<file path="src/rtl/mcg_pkg.sv">
package mcg_pkg;

  // register indices; byte address is four times the index
  localparam logic [7:0] MCG_IDX_CTRL   = 8'h00;
  localparam logic [7:0] MCG_IDX_IENCLR = 8'h01;
  localparam logic [7:0] MCG_IDX_IENSET = 8'h02;
  localparam logic [7:0] MCG_IDX_FLAGS  = 8'h03;
  localparam logic [7:0] MCG_IDX_CPU_CLOCK_DIVIDER = 8'h05;
  localparam logic [7:0] MCG_IDX_AHB    = 8'h10;
  localparam logic [7:0] MCG_IDX_APBA   = 8'h14;
  localparam logic [7:0] MCG_IDX_APBB   = 8'h18;
  localparam logic [7:0] MCG_IDX_APBC   = 8'h1C;

  localparam int         MCG_ADDR_W     = 12;
  localparam int         MCG_SEL_BIT    = 0;
  localparam int         MCG_RDY_BIT    = 0;
  localparam int         MCG_SELF_BIT   = 2;

  localparam logic [7:0]  MCG_CTRL_RST   = 8'h00;
  localparam logic [7:0]  MCG_CPU_CLOCK_DIVIDER_RST = 8'h01;
  localparam logic [31:0] MCG_MASK_RST   = 32'hFFFFFFFF;

  localparam logic [1:0] MCG_RESP_OKAY   = 2'h0;
  localparam logic [1:0] MCG_RESP_SLVERR = 2'h2;

  typedef struct packed {
    logic [31:0] ahb;
    logic [31:0] apbA;
    logic [31:0] apbB;
    logic [31:0] apbC;
  } mcg_gates_t;

  typedef enum logic [1:0] {
    MCG_WR_IDLE = 2'b00,
    MCG_WR_HALF = 2'b01,
    MCG_WR_RESP = 2'b10
  } mcg_wr_t;

endpackage

</file>
<file path="src/rtl/mcg_main_clock.sv">
// Design decision made here: the AXI4-Lite register port.
`timescale 1ns/10ps

//////////////////////////////////////////////////////////////////////////////
// Overview of operation
// - software can switch own APB clock off
// - own APB clock stays off until reset
// - root is generic or ULP loop source
// - one shared 8-bit prescaler feeds all clocks
// - stopped CPU clock means no CPU ticks
// - bus clocks run on while CPU sleeps
// - per-module gate after common bus clock
// - one interrupt line to interrupt controller
// - byte, halfword and word accesses supported
// - write protection blocks protectable register writes
// - non-secure block serves both requester kinds
// - secure block drops non-secure, reads 0, errors
module mcg_main_clock
  import mcg_pkg::*;
(
  input  wire logic                  ref_clk,
  input  wire logic                  rst_b,
  input  wire logic                  generic_root_source,
  input  wire logic                  ulp_loop_source,
  input  wire logic                  cpuSleep,
  input  wire logic                  guardWrProtect,
  input  wire logic                  guardSecure,
  input  wire logic [MCG_ADDR_W-1:0] awaddr,
  input  wire logic [2:0]            awprot,
  input  wire logic                  awvalid,
  output logic                       awready,
  input  wire logic [31:0]           wdata,
  input  wire logic [3:0]            wstrb,
  input  wire logic                  wvalid,
  output logic                       wready,
  output logic [1:0]                 bresp,
  output logic                       bvalid,
  input  wire logic                  bready,
  input  wire logic [MCG_ADDR_W-1:0] araddr,
  input  wire logic [2:0]            arprot,
  input  wire logic                  arvalid,
  output logic                       arready,
  output logic [31:0]                rdata,
  output logic [1:0]                 rresp,
  output logic                       rvalid,
  input  wire logic                  rready,
  output logic                       cpuClkEn,
  output logic                       busClkEn,
  output mcg_gates_t                 moduleClkEn,
  output logic                       irq,
  output logic                       guardError
);

  //////////////////////////////////////////////////////////////////////////
  // functions

  function automatic logic [31:0] mergeBytes(input logic [31:0] old,
                                             input logic [31:0] val,
                                             input logic [3:0]  strb);
    logic [31:0] res;
    res = old;
    for (int i = 0; i < 4; i++) begin
      if (strb[i]) begin
        res[i*8 +: 8] = val[i*8 +: 8];
      end
    end
    return res;
  endfunction

  function automatic logic [7:0] divLimit(input logic [7:0] d);
    return (d == 8'h00) ? 8'h00 : d - 8'h01;
  endfunction

  function automatic logic mapped(input logic [7:0] idx);
    return idx == MCG_IDX_CTRL || idx == MCG_IDX_IENCLR ||
           idx == MCG_IDX_IENSET || idx == MCG_IDX_FLAGS ||
           idx == MCG_IDX_CPU_CLOCK_DIVIDER || idx == MCG_IDX_AHB ||
           idx == MCG_IDX_APBA || idx == MCG_IDX_APBB ||
           idx == MCG_IDX_APBC;
  endfunction

  //////////////////////////////////////////////////////////////////////////
  // declarations

  mcg_wr_t          wrState;
  logic [MCG_ADDR_W-1:0] wAddr;
  logic             wNonSec;
  logic [31:0]      wData;
  logic [3:0]       wStrb;
  logic             awSeen;
  logic             wSeen;
  logic             doWrite;
  logic [7:0]       wIdx;
  logic             wDrop;
  logic             wProt;
  logic [7:0]       ctrl;
  logic             irqEnable;
  logic             readyFlag;
  logic [7:0]       cpu_clock_divider;
  logic [7:0]       activeDiv;
  logic             divPending;
  logic [7:0]       preCnt;
  logic             rootTick;
  logic             preWrap;
  mcg_gates_t       masks;
  logic [7:0]       rIdx;
  logic             rDrop;
  logic [31:0]      next_rdata;

  //////////////////////////////////////////////////////////////////////////
  // write channel

  assign doWrite = (wrState == MCG_WR_HALF) && awSeen && wSeen;
  assign wIdx    = wAddr[9:2];
  assign wDrop   = guardSecure && wNonSec;
  assign wProt   = guardWrProtect;

  always_ff @(posedge ref_clk) begin
    if (!rst_b) begin
      wrState <= MCG_WR_IDLE;
      awSeen  <= 1'b0;
      wSeen   <= 1'b0;
      awready <= 1'b0;
      wready  <= 1'b0;
      bvalid  <= 1'b0;
      bresp   <= MCG_RESP_OKAY;
      wAddr   <= '0;
      wNonSec <= 1'b0;
      wData   <= '0;
      wStrb   <= '0;
    end else begin
      case (wrState)
        MCG_WR_IDLE: begin
          awready <= 1'b1;
          wready  <= 1'b1;
          wrState <= MCG_WR_HALF;
        end
        MCG_WR_HALF: begin
          if (awvalid && awready) begin
            awSeen  <= 1'b1;
            awready <= 1'b0;
            wAddr   <= awaddr;
            wNonSec <= awprot[1];
          end
          if (wvalid && wready) begin
            wSeen  <= 1'b1;
            wready <= 1'b0;
            wData  <= wdata;
            wStrb  <= wstrb;
          end
          if (doWrite) begin
            awSeen  <= 1'b0;
            wSeen   <= 1'b0;
            bvalid  <= 1'b1;
            bresp   <= mapped(wIdx) ? MCG_RESP_OKAY : MCG_RESP_SLVERR;
            wrState <= MCG_WR_RESP;
          end
        end
        MCG_WR_RESP: begin
          if (bready) begin
            bvalid  <= 1'b0;
            awready <= 1'b1;
            wready  <= 1'b1;
            wrState <= MCG_WR_HALF;
          end
        end
        default: begin
          wrState <= MCG_WR_IDLE;
        end
      endcase
    end
  end

  //////////////////////////////////////////////////////////////////////////
  // control registers

  always_ff @(posedge ref_clk) begin
    if (!rst_b) begin
      ctrl   <= MCG_CTRL_RST;
      cpu_clock_divider <= MCG_CPU_CLOCK_DIVIDER_RST;
    end else if (doWrite && !wDrop && !wProt && wStrb[0]) begin
      if (wIdx == MCG_IDX_CTRL) begin
        ctrl <= wData[7:0];
      end
      if (wIdx == MCG_IDX_CPU_CLOCK_DIVIDER) begin
        cpu_clock_divider <= wData[7:0];
      end
    end
  end

  always_ff @(posedge ref_clk) begin
    if (!rst_b) begin
      masks <= '{MCG_MASK_RST, MCG_MASK_RST, MCG_MASK_RST, MCG_MASK_RST};
    end else if (doWrite && !wDrop && !wProt) begin
      case (wIdx)
        MCG_IDX_AHB:  masks.ahb  <= mergeBytes(masks.ahb, wData, wStrb);
        MCG_IDX_APBA: begin
          masks.apbA <= mergeBytes(masks.apbA, wData, wStrb);
          if (!masks.apbA[MCG_SELF_BIT]) begin
            masks.apbA[MCG_SELF_BIT] <= 1'b0;
          end
        end
        MCG_IDX_APBB: masks.apbB <= mergeBytes(masks.apbB, wData, wStrb);
        MCG_IDX_APBC: masks.apbC <= mergeBytes(masks.apbC, wData, wStrb);
        default: begin
        end
      endcase
    end
  end

  //////////////////////////////////////////////////////////////////////////
  // interrupt enable and flag

  always_ff @(posedge ref_clk) begin
    if (!rst_b) begin
      irqEnable <= 1'b0;
    end else if (doWrite && !wDrop && wStrb[0]) begin
      if (wIdx == MCG_IDX_IENSET && wData[MCG_RDY_BIT]) begin
        irqEnable <= 1'b1;
      end else if (wIdx == MCG_IDX_IENCLR && wData[MCG_RDY_BIT]) begin
        irqEnable <= 1'b0;
      end
    end
  end

  always_ff @(posedge ref_clk) begin
    if (!rst_b) begin
      readyFlag <= 1'b0;
    end else if (preWrap && divPending) begin
      readyFlag <= 1'b1;
    end else if (doWrite && !wDrop && wStrb[0] && wIdx == MCG_IDX_FLAGS &&
                 wData[MCG_RDY_BIT]) begin
      readyFlag <= 1'b0;
    end
  end

  always_ff @(posedge ref_clk) begin
    if (!rst_b) begin
      irq <= 1'b0;
    end else begin
      irq <= readyFlag && irqEnable;
    end
  end

  //////////////////////////////////////////////////////////////////////////
  // root select and prescaler

  assign rootTick = ctrl[MCG_SEL_BIT] ? ulp_loop_source : generic_root_source;
  assign preWrap  = rootTick && (preCnt >= divLimit(activeDiv));

  always_ff @(posedge ref_clk) begin
    if (!rst_b) begin
      preCnt     <= 8'h00;
      activeDiv  <= MCG_CPU_CLOCK_DIVIDER_RST;
      divPending <= 1'b0;
    end else begin
      if (preWrap) begin
        preCnt <= 8'h00;
      end else if (rootTick) begin
        preCnt <= preCnt + 8'h01;
      end
      if (preWrap) begin
        activeDiv  <= cpu_clock_divider;
        divPending <= 1'b0;
      end
      if (doWrite && !wDrop && !wProt && wStrb[0] && wIdx == MCG_IDX_CPU_CLOCK_DIVIDER) begin
        divPending <= 1'b1;
      end
    end
  end

  always_ff @(posedge ref_clk) begin
    if (!rst_b) begin
      cpuClkEn    <= 1'b0;
      busClkEn    <= 1'b0;
      moduleClkEn <= '0;
    end else begin
      cpuClkEn    <= preWrap && !cpuSleep;
      busClkEn    <= preWrap;
      moduleClkEn <= {4{ {32{preWrap}} }} & masks;
    end
  end

  //////////////////////////////////////////////////////////////////////////
  // read channel

  assign rIdx  = araddr[9:2];
  assign rDrop = guardSecure && arprot[1];

  always_comb begin
    next_rdata = 32'h00000000;
    case (rIdx)
      MCG_IDX_CTRL:   next_rdata[7:0] = ctrl;
      MCG_IDX_IENCLR: next_rdata[MCG_RDY_BIT] = irqEnable;
      MCG_IDX_IENSET: next_rdata[MCG_RDY_BIT] = irqEnable;
      MCG_IDX_FLAGS:  next_rdata[MCG_RDY_BIT] = readyFlag;
      MCG_IDX_CPU_CLOCK_DIVIDER: next_rdata[7:0] = cpu_clock_divider;
      MCG_IDX_AHB:    next_rdata = masks.ahb;
      MCG_IDX_APBA:   next_rdata = masks.apbA;
      MCG_IDX_APBB:   next_rdata = masks.apbB;
      MCG_IDX_APBC:   next_rdata = masks.apbC;
      default:        next_rdata = 32'h00000000;
    endcase
    if (rDrop) begin
      next_rdata = 32'h00000000;
    end
  end

  always_ff @(posedge ref_clk) begin
    if (!rst_b) begin
      arready <= 1'b0;
      rvalid  <= 1'b0;
      rdata   <= 32'h00000000;
      rresp   <= MCG_RESP_OKAY;
    end else if (rvalid) begin
      if (rready) begin
        rvalid  <= 1'b0;
        arready <= 1'b1;
      end
    end else if (arvalid && arready) begin
      arready <= 1'b0;
      rvalid  <= 1'b1;
      rdata   <= next_rdata;
      rresp   <= mapped(rIdx) ? MCG_RESP_OKAY : MCG_RESP_SLVERR;
    end else begin
      arready <= 1'b1;
    end
  end

  always_ff @(posedge ref_clk) begin
    if (!rst_b) begin
      guardError <= 1'b0;
    end else begin
      guardError <= (doWrite && wDrop) || (arvalid && arready && !rvalid && rDrop);
    end
  end
endmodule // mcg_main_clock

</file>
<file path="config.mk">
export PLATFORM = sky130hd
export DESIGN_NAME = mcg_main_clock
export DESIGN_NICKNAME = d
export VERILOG_FILES = /design/src/rtl/mcg_pkg.sv /design/src/rtl/mcg_main_clock.sv
export SDC_FILE = /design/constraint.sdc
export NUM_CORES = 1
export LEC_CHECK = 0
export ABC_AREA = 1
export BUFFER_PORTS_ARGS = -buffer_cell sky130_fd_sc_hd__buf_2
export CAP_MARGIN = 10
export CORE_UTILIZATION = 41
export CTS_CLUSTER_SIZE = 12
export DETAILED_ROUTE_END_ITERATION = 16
export PLACE_DENSITY = 0.64
export REMOVE_ABC_BUFFERS = 1
export SLEW_MARGIN = 20
export SYNTH_ARGS = -nofsm -noshare
export SYNTH_HDL_FRONTEND = slang
export SYNTH_SLANG_ARGS = --single-unit
export TNS_END_PERCENT = 50
</file>
<file path="constraint.sdc">
create_clock -name ref_clk -period 8.2 [get_ports ref_clk]
set_clock_uncertainty 0.1 [all_clocks]
set_input_delay 0 -clock ref_clk [delete_from_list [all_inputs] [get_ports ref_clk]]
set_output_delay 0 -clock ref_clk [all_outputs]
set_load 0.02 [all_outputs]
</file>
After elaboration in Yosys (flattened, before gate mapping):

Cells that the tools add are included.

* register bits: 387
* bits of input ports: 78
* output and inout port bits: 173

* $add $sub $neg: 2
* magnitude comparators: 1
* eq/ne operators: 24
* multiplexer cells: 37
* bitwise gates (word level): 3
* reductions and logical operators: 87

Operators with widths (number)
* bitwise AND 128 bit: 1
* one-hot mux 24 bit (4 select lines): 1
* == test 8 x 5 -> 1 bit, second input constant: 8
* AND reduction 3 bit: 20
* one-hot mux 7 bit (6 select lines): 1
* == test 8 x 2 -> 1 bit, second input constant: 4
* two-way mux 32 bit: 1
* logical NOT 8 bit: 3
* logical AND 1 bit: 23
* two-way mux 1 bit: 23
* AND reduction 2 bit: 10
* logical OR 1 bit: 17
* == test 8 x 1 -> 1 bit, second input constant: 2
* == test 8 x 3 -> 1 bit, second input constant: 2
* nonzero test 2 bit: 6
* adder 8 x 1 -> 8 bit, second input constant: 1
* >= comparator 8 bit: 1
* two-way mux 2 bit: 4
* two-way mux 8 bit: 1
* one-hot mux 1 bit (8 select lines): 1
* subtractor 8 x 1 -> 8 bit, second input constant: 1
* inequality test 2 x 1 -> 1 bit, second input constant: 3
* inequality test 2 bit, second input constant: 3
* one-hot mux 1 bit (3 select lines): 2
* 10 further kinds: 15

Logic depth before layout (Yosys ltp):

* word-level depth: 10
* gate-level depth with buffers: 18
* depth with buffers taken out: 17

Worst setup path before layout:

Ideal clock, no wire load.

* path type: register to register
* start point: register activeDiv[0]
* end point: register moduleClkEn[10] (netlist bit)
* setup time: 0.126 ns
* data arrival time: 2.530 ns
* slack: 5.444 ns
* stages on the path, launching flop included: 17
* buffers on the path: 2
* path through: dfxtp_1 -> inv_1 -> ha_1 -> nand2_1 -> nor3_1 -> inv_1 -> nor3_1 -> inv_1 -> o21ai_0 -> ha_1 -> a21oi_1 -> o21a_1 -> nand3_1 -> nand3_1 -> clkbuf_1 -> clkbuf_1 -> nor2_1

* word-level cells in the longest chain between the ends: 5
* elaborated cells on any way between the ends: 6

RTL lines
* from (decl): line mcg_main_clock.sv:100 `logic [7:0] activeDiv;`
* from (signal assigned): line mcg_main_clock.sv:263 `activeDiv <= cpu_clock_divider;`
* subtractor 8 x 1 -> 8 bit / logical NOT 8 bit (equally long branches): line mcg_main_clock.sv:71 `return (d == 8'h00) ? 8'h00 : d - 8'h01;`
* two-way mux 8 bit (*): line mcg_main_clock.sv:71
* >= comparator 8 bit (*): line mcg_main_clock.sv:249 `assign preWrap = rootTick && (preCnt >= divLimit(activeDiv));`
* logical AND 1 bit (*): line mcg_main_clock.sv:249
* bitwise AND 128 bit (*): line mcg_main_clock.sv:280 `moduleClkEn <= {4{ {32{preWrap}} }} & masks;`
* to (signal assigned): line mcg_main_clock.sv:280
* to (decl): line mcg_main_clock.sv:49 `output mcg_gates_t moduleClkEn,`

Every way passes the cells marked *; elsewhere a longest branch is shown, timed or not.
A chain may end at the register's enable or synchronous reset.

Worst setup path after layout:

* start point: register activeDiv[0]
* end point: register moduleClkEn[47] (netlist bit)

The elaborated chain is that of the path after synthesis.

==> impl_metrics.ini <==
[outcome]
run_status = complete, no violations

[setup_path]
critPathMostFrequentCell = inv_1
crit_type = flip-flop to flip-flop
crit_required_ns = 8.47
critical_path_arrival_ns = 4.21
critPathLaunchType = flip-flop
worst_setup_path_end_kind = flip-flop
cpMaxStageDelayCell = buf_4
cp_cell_sequence = inv_1 > ha_1 > nand2_1 > nor3_1 > inv_1 > nor3_1 > inv_1 > o21ai_0 > ha_1 > a21oi_1 > o21a_1 > nand3_1 > nand3_4 > buf_4 > nor2_1
r2r_cells = 15
max_stage_delay_ns = 0.86
critPathMaxFanout = 97

[routing]
wl_per_cell_um = 15.8
drtPass1Iterations = 5
wirelength_um = 38900
drtIter0Drc = 609
drc = 0
vias_per_cell = 4.93
via_count = 12181
antenna_left = 0

[cts]
post_cts_buffers = 0
insertion_delay_ns = 0.53
ctsHoldBuffers = 72
cts_resized = 0
cts-buffers-inserted = 41
max-clock-path-buffers = 3
clk_pin_slew_ns = 0.06
tritoncts = built
root_buffer = clkbuf_16
cts_max_level = 2
clock-sinks = 383

[floorplanning]
core_area_sq_mm = 0.0338
io_pins = 251
initial_core_util_pct = 42.0
die_w_um = 188
die-area_sq_mm = 0.0354
row_count = 67
die-height_um = 188

[global_routing]
antenna_found_initial = 2
grt_use_met1_pct = 28.1
grt_max_degree = 98
grt_overflow = 0
grt_pass1_wl_um = 61700
grt_usage_pct = 21.8
grt_pass1_vias = 11737
use_met2_pct = 36.5
grt-busiest-layer = met2
grtUsageMet3_pct = 4.53

[place]
port_buffers = 236
place.gp.congestion = 0.841
dp_hpwl_um = 24700
place_inst = 2330

[logic_synthesis]
ys_types = 37
syn_area_per_cell_sq_um = 8.24
synth_compound_area_share_pct = 17.0
synthSimpleGateAreaFrac_pct = 18.8
yosysWarnings = 0
synth_xor_xnor_area_share_pct = 0.432
synth_adder_area_share_pct = 0.882
synth.ff_latch_count = 383
syn_inst = 1722
muxShareOfSynthArea_pct = 0
seq_area_frac_synth_pct = 54.0
netlist_area_sq_mm = 0.0142
synth_top_family_by_area = simple AND/OR/NAND/NOR gates

[final_layout]
layout.nets = 2085
fillers = 3221
layout_common_cells = 383 x dfxtp_1, 292 x nand2_1, 235 x buf_2
instances_no_fill = 2470
synthToLayoutAreaGrowth_pct = 24.5
layout-drive-gt1-share_pct = 18.6
layout_commonest_cell = dfxtp_1

[min_path]
hold_class = primary input to flip-flop
whs_path_depth = 6

[timing]
rsz0062_at_grt = no
fin_setup_tns_ns = 0
maxSlewHeadroom_pct = 28.6
min_period_ns = 3.95
hold_viol = 0
fmax_ghz = 0.253
setup_viol = 0
maxSlewViolCount = 0
worst_slew_pin_slew_ns = 1.07
finalCritPeriodShare_pct = 48.1

[power_and_ir_drop]
powerDensity_mw_per_mm2 = 277
cellLeakagePower_nw = 9.60
total_power_mw = 4.89
vdd_drop_max_mv = 0.182

[job]
maxCapViolCount = 0
state kept, by name, indices dropped and copies added, names as in the netlist, 2 cells and up:
register,count
masks,128
wrState,2
activeDiv,8
ctrl,8
wAddr,8
preCnt,8
wStrb,4
wData,32
rdata,32
cpu_clock_divider,8
moduleClkEn,128
cell families after synthesis:
group / after synthesis
buf+inv: 315
xor+xnor: 7
fa+ha+maj: 10
other cells: 1
flops: 383
compound gates: 382
simple gates: 624
path summary, 6_finish.rpt:
| kind | from | end | slack, ns |
|---|---|---|---|
| min | guardSecure | irqEnable | 0.006 |
| min reg2reg | masks[126] | moduleClkEn[126] | 0.34 |
| max | activeDiv[0] | moduleClkEn[47] | 4.25 |
| max reg2reg | activeDiv[0] | moduleClkEn[47] | 4.25 |
worst max-delay path, delay by kind of cell, from the launching register on:
family	cells	cell delay, ns
flops	1	0.33
fa+ha+maj	2	0.46
buf+inv	4	1.16
simple gates	6	1.30
compound gates	3	0.38
stage by stage:
stage / setup slack [ns] / hold WS [ns] / area [sq um] / util (%)
2_1_floorplan: 3.27 / -0.0308 / 13800 / -
3_3_place_gp: 4.43 / 0.0629 / 15700 / 46.3
3_5_place_dp: 4.27 / 0.0611 / 15700 / 46.4
4_1_cts: 4.23 / 0.00157 / 17700 / 52.3
5_1_grt: 3.81 / 0.0477 / 17700 / 52.3
6_report: 4.25 / 0.00628 / 17700 / 52.3
layout make-up:
class / instances / area [sq um] / area share [%]
diodes: 2 / 5.00 / 0.0283
clock buffers: 61 / 1200 / 6.81
clock inverters: 5 / 57.6 / 0.326
inverters: 229 / 860 / 4.87
multi-input cells: 1025 / 5320 / 30.1
flip-flops and latches: 383 / 7670 / 43.4
well taps: 448 / 561 / 3.17
repair buffers: 317 / 2000 / 11.3
report_power, final:
group | switching [mW] | internal, mW
Clock | 0.721 | 1.04
Sequential | 0.0718 | 2.10
Combinational | 0.666 | 0.291
Total | 1.46 | 3.43
synth_stat cells:
master / number / share of area [%]
a21oi_1: 96 / 3.4
and3_1: 1 / 0.044
buf_12: 1 / 0.14
buf_2: 16 / 0.56
buf_4: 2 / 0.11
buf_6: 4 / 0.32
clkbuf_1: 63 / 1.7
conb_1: 1 / 0.026
dfxtp_1: 383 / 54
ha_1: 10 / 0.88
inv_1: 224 / 5.9
inv_2: 5 / 0.13
nand2_1: 293 / 7.8
nand2_2: 5 / 0.22
nand2_4: 4 / 0.32
nand3_1: 80 / 2.8
nand3_2: 12 / 0.85
nand3b_1: 1 / 0.053
nand4_1: 7 / 0.31
nor2_1: 204 / 5.4
nor2_2: 3 / 0.13
nor2_4: 1 / 0.079
nor2_8: 1 / 0.14
nor3_1: 6 / 0.21
nor3_2: 2 / 0.14
nor3_4: 2 / 0.23
o211a_1: 1 / 0.071
o211ai_1: 96 / 5.1
o211ai_2: 32 / 2.8
o21a_1: 2 / 0.11
o21ai_0: 135 / 4.8
o21ai_1: 18 / 0.63
o32ai_1: 1 / 0.062
o41ai_1: 1 / 0.062
or2_2: 2 / 0.088
xnor2_1: 1 / 0.062
xor2_1: 6 / 0.37
layer usage:
layer	part of all wire, %	vias to the layer above
met3	6.5	70
li1	-	6104
met1	45	5671
met5	0	-
met2	46	336
met4	2.3	0
No activity file was read; power rests on OpenSTA's default activity.
